**src/recog_pkg.sv**
```systemverilog
// constants and carrier types for the adapter recognition handshake
// Contract
// adapter sends recognition notification within 300 ms of interface data response
// adapter that supports the method notifies support, then awaits acceptance
// adapter that cannot support the method notifies so, then gives up connecting
// on supported result, equipment sends acceptance within 300 ms, becomes unconfirmed
// on unsupported result, equipment sends nothing and awaits new data request
// acceptance within 300 ms moves adapter to unconfirmed
// no acceptance within 300 ms makes adapter resend interface data request
// requests flow adapter to equipment only; equipment only responds
// notification: header 0x02, type 0xFFFF, command 0x01, length 0x0001, result, check
// result codes 0x00,0x01,0x02,0x11,0x12; others reserved
// acceptance: header 0x02, type 0xFFFF, command 0x81, length 0x0000, check only
// acceptance echoes received frame number, or 0x00 without numbering
// stay unrecognized until recognition completes successfully
// adapter retries across transmission speeds until method confirmed
// each side provides recovery, such as repeating recognition, on failure
// detected communication failure returns side to unrecognized
// selected method starts no earlier than 500 ms after recognition
// frames: header, type, command, number, big-endian length, data, check octet
// requester numbers frames 0x01..0xFF; responses reuse request number
// check octet computed and verified by pluggable unit; bad frames dropped
// 300 ms and 500 ms timed by counters from a parameterised tick
package recog_pkg;
	// ========================================
	// frame fields
	localparam logic [7:0] HEADER_CODE = 8'h02;
	localparam logic [15:0] FRAME_TYPE = 16'hFFFF;
	localparam logic [7:0] CMD_NOTIFY = 8'h01;
	localparam logic [7:0] CMD_ACCEPT = 8'h81;
	localparam logic [15:0] LEN_NOTIFY = 16'h0001;
	localparam logic [15:0] LEN_ACCEPT = 16'h0000;
	localparam logic [7:0] SEQ_NONE = 8'h00;
	localparam int ACCEPT_OCTETS = 8;
	localparam logic [3:0] ACCEPT_LAST = 4'h7;
	// ========================================
	// result codes
	localparam logic [7:0] RES_SUPPORTED = 8'h00;
	localparam logic [7:0] RES_UNSUPPORTED = 8'h01;
	localparam logic [7:0] RES_SPEED_NG = 8'h02;
	localparam logic [7:0] RES_P2P_OK = 8'h11;
	localparam logic [7:0] RES_OBJ_OK = 8'h12;
	// ========================================
	// timing
	localparam int CLK_HZ = 100_000_000;
	localparam int RESPONSE_TIMEOUT_MS = 300;
	localparam int SWITCH_MS = 500;
	localparam int TICK_US = 1000;
	localparam int TICK_CYCLES = CLK_HZ / 1_000_000 * TICK_US;
	// ========================================
	// types
	typedef enum logic [1:0] {
		ST_UNRECOG = 2'b00,
		ST_PARSE = 2'b01,
		ST_ANSWER = 2'b11,
		ST_UNCONF = 2'b10
	} recog_state_t;
	typedef enum logic [3:0] {
		RX_HDR = 4'h0, RX_TYPE_HI = 4'h1, RX_TYPE_LO = 4'h3, RX_CMD = 4'h2,
		RX_SEQ = 4'h6, RX_LEN_HI = 4'h7, RX_LEN_LO = 4'h5, RX_DATA = 4'h4,
		RX_CHECK = 4'hC
	} rx_phase_t;
	typedef struct packed {
		logic [7:0] seq;
		logic [7:0] result;
	} notify_t;
	typedef struct packed {
		logic valid;
		logic [7:0] data;
	} octet_t;
endpackage

```
**src/adapter_recognition_handshake.sv**
```systemverilog
// equipment side of the adapter recognition handshake
`timescale 1ns/1ps
`default_nettype none
module adapter_recognition_handshake #(
	parameter int TICK_CYCLES = recog_pkg::TICK_CYCLES,
	parameter int TIMEOUT_TICKS = recog_pkg::RESPONSE_TIMEOUT_MS,
	parameter int SWITCH_TICKS = recog_pkg::SWITCH_MS,
	parameter bit USE_SEQ = 1'b1
) (
	// clock and reset
	input wire logic sys_clk_i,
	input wire logic reset_i,
	// received octets from the link receiver
	input wire logic rx_valid_i,
	input wire logic [7:0] rx_data_i,
	// pluggable check unit: check over bytes seen so far
	input wire logic [7:0] rx_check_i,
	input wire logic [7:0] tx_check_i,
	// link status
	input wire logic link_fail_i,
	// transmit octets to the link transmitter
	output logic tx_valid_o,
	output logic [7:0] tx_data_o,
	input wire logic tx_ready_i,
	output logic tx_last_o,
	output logic tx_check_slot_o,
	// status
	output logic recognised_o,
	output logic method_ready_o,
	output logic [7:0] result_o,
	output logic notify_seen_o
);
	// refuse timing parameters that the counters cannot serve
	if (TICK_CYCLES < 1 || TIMEOUT_TICKS < 1 || SWITCH_TICKS < 1) begin : g_bad_timing
		$error("timing parameters must be positive");
	end
	// ========================================
	// input synchronisers for the asynchronous failure flag
	logic fail_s1_reg, fail_s2_reg;
	always_ff @(posedge sys_clk_i or posedge reset_i) begin
		if (reset_i) begin
			fail_s1_reg <= 1'b0;
			fail_s2_reg <= 1'b0;
		end else begin
			fail_s1_reg <= link_fail_i;
			fail_s2_reg <= fail_s1_reg;
		end
	end
	// ========================================
	// tick divider
	logic [31:0] div_reg, div_next;
	logic tick;
	always_comb begin
		tick = (div_reg == 32'(TICK_CYCLES - 1));
		div_next = tick ? 32'h0 : div_reg + 32'h1;
	end
	always_ff @(posedge sys_clk_i or posedge reset_i) begin
		if (reset_i)
			div_reg <= 32'h0;
		else
			div_reg <= div_next;
	end
	// ========================================
	// frame receiver
	recog_pkg::rx_phase_t ph_reg, ph_next;
	logic [7:0] cmd_reg, cmd_next;
	logic [15:0] len_reg, len_next;
	recog_pkg::notify_t nf_reg, nf_next;
	logic bad_reg, bad_next;
	logic frame_ok; // notification passed all checks except length
	always_comb begin
		ph_next = ph_reg;
		cmd_next = cmd_reg;
		len_next = len_reg;
		nf_next = nf_reg;
		bad_next = bad_reg;
		frame_ok = 1'b0;
		if (rx_valid_i) begin
			unique case (ph_reg)
				recog_pkg::RX_HDR: begin
					bad_next = 1'b0;
					if (rx_data_i == recog_pkg::HEADER_CODE)
						ph_next = recog_pkg::RX_TYPE_HI;
				end
				recog_pkg::RX_TYPE_HI: begin
					bad_next = bad_reg | (rx_data_i != recog_pkg::FRAME_TYPE[15:8]);
					ph_next = recog_pkg::RX_TYPE_LO;
				end
				recog_pkg::RX_TYPE_LO: begin
					bad_next = bad_reg | (rx_data_i != recog_pkg::FRAME_TYPE[7:0]);
					ph_next = recog_pkg::RX_CMD;
				end
				recog_pkg::RX_CMD: begin
					cmd_next = rx_data_i;
					ph_next = recog_pkg::RX_SEQ;
				end
				recog_pkg::RX_SEQ: begin
					nf_next.seq = rx_data_i;
					ph_next = recog_pkg::RX_LEN_HI;
				end
				recog_pkg::RX_LEN_HI: begin
					len_next = {rx_data_i, 8'h00};
					ph_next = recog_pkg::RX_LEN_LO;
				end
				recog_pkg::RX_LEN_LO: begin
					len_next = {len_reg[15:8], rx_data_i};
					ph_next = ({len_reg[15:8], rx_data_i} == 16'h0000) ?
						recog_pkg::RX_CHECK : recog_pkg::RX_DATA;
				end
				recog_pkg::RX_DATA: begin
					if (len_reg == recog_pkg::LEN_NOTIFY)
						nf_next.result = rx_data_i;
					len_next = len_reg - 16'h1;
					if (len_reg == 16'h0001)
						ph_next = recog_pkg::RX_CHECK;
				end
				recog_pkg::RX_CHECK: begin
					ph_next = recog_pkg::RX_HDR;
					// only a checked notification is acted on
					frame_ok = !bad_reg && rx_data_i == rx_check_i &&
						cmd_reg == recog_pkg::CMD_NOTIFY;
				end
				default: ph_next = recog_pkg::RX_HDR;
			endcase
		end
	end
	always_ff @(posedge sys_clk_i or posedge reset_i) begin
		if (reset_i) begin
			ph_reg <= recog_pkg::RX_HDR;
			cmd_reg <= 8'h00;
			len_reg <= 16'h0000;
			nf_reg <= '0;
			bad_reg <= 1'b0;
		end else begin
			ph_reg <= ph_next;
			cmd_reg <= cmd_next;
			len_reg <= len_next;
			nf_reg <= nf_next;
			bad_reg <= bad_next;
		end
	end
	// length of notification must be exactly one octet
	logic len_was_one_reg, len_was_one_next;
	always_comb begin
		len_was_one_next = len_was_one_reg;
		if (rx_valid_i && ph_reg == recog_pkg::RX_LEN_LO)
			len_was_one_next = ({len_reg[15:8], rx_data_i} == recog_pkg::LEN_NOTIFY);
	end
	always_ff @(posedge sys_clk_i or posedge reset_i) begin
		if (reset_i)
			len_was_one_reg <= 1'b0;
		else
			len_was_one_reg <= len_was_one_next;
	end
	// ========================================
	// recognition state, answer sender and timers
	recog_pkg::recog_state_t st_reg, st_next;
	logic [3:0] idx_reg, idx_next;
	logic [31:0] tmr_reg, tmr_next;
	logic ready_reg, ready_next;
	logic [7:0] res_reg, res_next;
	logic seen_reg, seen_next;
	logic supported;
	logic [7:0] octet;
	always_comb begin
		// supported codes; 0x01, 0x02 and reserved count as refusal
		supported = nf_reg.result == recog_pkg::RES_SUPPORTED ||
			nf_reg.result == recog_pkg::RES_P2P_OK ||
			nf_reg.result == recog_pkg::RES_OBJ_OK;
		st_next = st_reg;
		idx_next = idx_reg;
		tmr_next = tmr_reg;
		ready_next = ready_reg;
		res_next = res_reg;
		seen_next = 1'b0;
		unique case (st_reg)
			recog_pkg::ST_UNRECOG: begin
				ready_next = 1'b0;
				if (frame_ok && len_was_one_reg) begin
					res_next = nf_next.result;
					seen_next = 1'b1;
					st_next = recog_pkg::ST_PARSE;
				end
			end
			recog_pkg::ST_PARSE: begin
				idx_next = 4'h0;
				tmr_next = 32'h0;
				// refusal sends nothing; wait for next request
				st_next = supported ? recog_pkg::ST_ANSWER : recog_pkg::ST_UNRECOG;
			end
			recog_pkg::ST_ANSWER: begin
				if (tick)
					tmr_next = tmr_reg + 32'h1;
				if (tmr_reg >= 32'(TIMEOUT_TICKS)) begin
					st_next = recog_pkg::ST_UNRECOG; // window missed, recover
				end else if (tx_ready_i && tx_valid_o) begin
					idx_next = idx_reg + 4'h1;
					if (idx_reg == recog_pkg::ACCEPT_LAST) begin
						st_next = recog_pkg::ST_UNCONF;
						tmr_next = 32'h0;
					end
				end
			end
			recog_pkg::ST_UNCONF: begin
				if (tick && !ready_reg)
					tmr_next = tmr_reg + 32'h1;
				// one extra tick absorbs the free-running divider's phase
				if (tmr_reg > 32'(SWITCH_TICKS))
					ready_next = 1'b1;
				// a new notification restarts recognition
				if (frame_ok && len_was_one_reg) begin
					res_next = nf_next.result;
					seen_next = 1'b1;
					ready_next = 1'b0;
					st_next = recog_pkg::ST_PARSE;
				end
			end
		endcase
		if (fail_s2_reg) begin
			st_next = recog_pkg::ST_UNRECOG;
			ready_next = 1'b0;
		end
		// answer octet at the index offered in the next cycle
		unique case (idx_next)
			4'h0: octet = recog_pkg::HEADER_CODE;
			4'h1: octet = recog_pkg::FRAME_TYPE[15:8];
			4'h2: octet = recog_pkg::FRAME_TYPE[7:0];
			4'h3: octet = recog_pkg::CMD_ACCEPT;
			4'h4: octet = USE_SEQ ? nf_reg.seq : recog_pkg::SEQ_NONE;
			4'h5: octet = recog_pkg::LEN_ACCEPT[15:8];
			4'h6: octet = recog_pkg::LEN_ACCEPT[7:0];
			default: octet = tx_check_i;
		endcase
	end
	always_ff @(posedge sys_clk_i or posedge reset_i) begin
		if (reset_i) begin
			st_reg <= recog_pkg::ST_UNRECOG;
			idx_reg <= 4'h0;
			tmr_reg <= 32'h0;
			ready_reg <= 1'b0;
			res_reg <= 8'h00;
			seen_reg <= 1'b0;
		end else begin
			st_reg <= st_next;
			idx_reg <= idx_next;
			tmr_reg <= tmr_next;
			ready_reg <= ready_next;
			res_reg <= res_next;
			seen_reg <= seen_next;
		end
	end
	// ========================================
	// registered outputs: offer loaded from the next index, held while stalled
	logic txv_reg, txl_reg, txc_reg, rec_reg;
	logic [7:0] txd_reg;
	always_ff @(posedge sys_clk_i or posedge reset_i) begin
		if (reset_i) begin
			txv_reg <= 1'b0;
			txd_reg <= 8'h00;
			txl_reg <= 1'b0;
			txc_reg <= 1'b0;
			rec_reg <= 1'b0;
		end else begin
			txv_reg <= st_next == recog_pkg::ST_ANSWER;
			txd_reg <= octet;
			txl_reg <= st_next == recog_pkg::ST_ANSWER && idx_next == recog_pkg::ACCEPT_LAST;
			txc_reg <= st_next == recog_pkg::ST_ANSWER && idx_next == recog_pkg::ACCEPT_LAST;
			rec_reg <= st_next == recog_pkg::ST_UNCONF;
		end
	end
	assign tx_valid_o = txv_reg;
	assign tx_data_o = txd_reg;
	assign tx_last_o = txl_reg;
	assign tx_check_slot_o = txc_reg;
	assign recognised_o = rec_reg;
	assign method_ready_o = ready_reg;
	assign result_o = res_reg;
	assign notify_seen_o = seen_reg;
endmodule
`default_nettype wire

```
**config.mk**
```make
export PLATFORM = sky130hd
export DESIGN_NAME = adapter_recognition_handshake
export DESIGN_NICKNAME = d
export VERILOG_FILES = /design/src/recog_pkg.sv /design/src/adapter_recognition_handshake.sv
export SDC_FILE = /design/constraint.sdc
export NUM_CORES = 1
export LEC_CHECK = 0
export BUFFER_PORTS_ARGS = -buffer_cell sky130_fd_sc_hd__buf_2
export CAP_MARGIN = 20
export CORE_ASPECT_RATIO = 1.25
export CORE_MARGIN = 5
export CORE_UTILIZATION = 61
export DETAILED_ROUTE_END_ITERATION = 10
export PLACE_DENSITY = 0.8
export SLEW_MARGIN = 30
export SYNTH_ARGS = -nofsm -noshare
export SYNTH_HDL_FRONTEND = slang
export SYNTH_SLANG_ARGS = --single-unit
```
**constraint.sdc**
```tcl
create_clock -name sys_clk_i -period 5 [get_ports sys_clk_i]
set_clock_uncertainty 0.2 [all_clocks]
set_input_delay 0.5 -clock sys_clk_i [delete_from_list [all_inputs] [get_ports sys_clk_i]]
set_output_delay 0.5 -clock sys_clk_i [all_outputs]
set_load 0.01 [all_outputs]
```
==> flow_summary.ini <==
[setup_path]
critPathRequiredTime_ps = 5100
cp.arrival_ps = 3760
crit_path_end_kind = register
crit_type = register to register
cp_max_fo = 8
r2r.worst_path.cells = 7
start_kind = register

[floorplan]
fp.dieH_um = 131
die_w_um = 107
io_pins = 51
initial_utilization_pct = 62.0
dieArea_sq_mm = 0.0140
core-area_sq_mm = 0.0116
rows = 44

[clocking]
numCtsBuffers = 17
cts_sinks = 139
root_buffer = clkbuf_16
clock_latency_ps = 420
cts_tree = done
clk_pin_slew_ps = 60
htree_num_levels = 4
clk_path_buf_depth = 2
cts_resized = 0

[place]
gp_congestion = 0.948
numPortBuffers = 50
dp.cells = 908
dp_hpwl_mm = 11.5

[final_layout]
fillers = 857
diodes = 0
layout-drive-gt1-share_pct = 16.9
fin_nets = 826
area_growth_syn_to_layout_pct = 13.8
final_cells = 942

[pwr]
vdd_ir_drop_max_mv = 0.377
leakagePower_nw = 3.68
powerDensity_mw_per_mm2 = 425

[timing]
drv_slew = 0
setup_tns_ps = 0
fin_crit_sh_pct = 73.3
fin_crit_ps = 3670
finalHoldViolCount = 0
tightestPinTransition_ps = 999
slew_headroom_pct = 32.8
clock.fmax_mhz = 273
setup_viol = 0
rsz0062_at_grt = no

[yosys]
ys_ff_latch = 139
synth-seq-area-share_pct = 48.5
netlist_area_sq_mm = 0.00717
yosysUniqueCellTypes = 62
synth_edf_count = 0
syn_avg_cell_area_sq_um = 9.53
synth_top_flop_cell = dfrtp_1
syn_inst = 753
synth_nets = 788
synthArstFlopShare_pct = 100
ys_warn_count = 0

[grt]
grt_pass1_wl_mm = 28.9
grt_usage_pct = 25.2
antenna_found_initial = 0
grt_pass1_vias = 6058
grt_start_max_net_pins = 84
globalRouteOverflowTotal = 0

[route]
wl_per_cell_um = 18.2
via_per_inst = 6.45
drc = 0
drt_iter0_drc = 461
final_antenna_net_count = 0
drt_first_pass_iters = 5
num_vias = 6076
routed_wl_mm = 17.2

[run]
maxCapViolCount = 0

[worst_hold_path]
hp-class = primary input to async pin

[outcome]
status = complete, no violations
[final timing paths]
| check | slack, ps | end | from |
|---|---|---|---|
| min reg2reg | 170 | fail_s2_reg | fail_s1_reg |
| min | 10 | div_reg[25] | reset_i |
| max | 1330 | tx_data_o[5] | tmr_reg[17] |
| min in group sys_clk_i | 110 | tx_data_o[4] | tx_check_i[4] |
| max reg2reg | 1330 | tx_data_o[5] | tmr_reg[17] |
| max in group asynchronous | 3410 | nf_reg[9] | reset_i |
[power by group]
group	switching, mW	internal (mW)	leakage, nW
clock network	0.477	0.911	0.309
registers	0.149	1.29	1.86
logic	0.388	0.254	1.52
total	1.01	2.45	3.68
[layer usage]
metal  up-vias  GRT usage (%)  share of wire, %
met1      2912           30.5                38
met4         0           13.5               4.1
met3        67           5.84               6.5
met5         -              0                 0
met2       304           41.7                51
li1       2793              -                 -
[through the flow]
stage	total power, mW	setup WS (ps)	utilization, %	hold slack, ps	area [sq um]
after floorplan	1.91	575	-	131	7170
after global placement	2.03	1670	64.7	153	7480
after detailed placement	2.07	1480	64.8	153	7490
after CTS	3.46	1370	70.5	50.3	8150
after global routing	3.62	1130	70.6	79.8	8160
final	3.47	1330	70.6	13.9	8160
[placed cells by master, fill, tap and decap left out, types with 17 or more instances in the layout]
cell type,synthesis,routed
nand4_1,18,18
xnor2_1,28,28
mux2_2,38,38
xor2_1,18,18
nand2_1,60,60
o21ai_0,80,80
dfrtp_1,139,139
nand3_1,37,37
buf_2,3,50
nor2_1,75,75
clkbuf_16,0,17
a21oi_1,29,29
nor4_1,28,26
nor3_1,20,20
[final cells by class]
cell class                 instances  area, sq um  area share, %
sequential                       139         3480           42.6
multi-input combinational        560         3490           42.7
clock buffer                      21          460           5.64
clock inverter                    11          191           2.35
tap                              138          173           2.12
timing repair buffer              56          302           3.70
inverter                          17         68.8          0.843
[worst max-delay path, cell delays in order (launching register included)]
cell and delay, ps:
dfrtp_1 450, nor4_1 380, nand4_1 310, nor4_1 700, mux2i_1 230, o21ai_0 260
nor2b_1 610, mux2_2 410
[logic make-up (layout without fill, tap and decap cells)]
logic type               count (synthesis)  after routing  share of synthesized area (%)
AO/OA/AOI/OAI                          162            162                           13.5
XOR/XNOR                                46             46                           5.62
adder cells (fa/ha/maj)                  6              6                           1.05
buffers and inverters                   54            105                           3.16
flip-flops                             139            139                           48.5
multiplexers                            43             43                           6.66
AND/OR/NAND/NOR                        303            303                           21.5
[synthesized netlist by cell type, types with 4 or more instances]
library cell,number,area [sq um]
and2_1,4,25.0
xnor2_1,28,245
and3_1,16,100
or4_1,4,30.0
nand2b_1,6,37.5
a31oi_1,10,62.6
a32oi_1,4,35.0
o21ai_0,80,400
inv_1,17,63.8
nor4_1,28,175
xor2_1,18,158
nand3_1,37,185
mux2i_1,5,50.1
o31ai_1,6,45.0
ha_1,6,75.1
or2_2,4,25.0
mux2_2,38,428
nor2b_1,7,43.8
nor2_1,75,282
nand4_1,18,113
a21oi_1,29,145
clkbuf_2,4,20.0
dfrtp_1,139,3480
nor3_1,20,100
or3_1,6,37.5
clkbuf_1,27,101
a22o_1,6,52.6
a22oi_1,4,30.0
nand2_1,60,225
[timing repair]
action	CTS	global route
hold buffers	1	0
buffers inserted	0	0
hold endpoints to repair	1	0
Note: power is estimated with default switching activity, not from simulation.
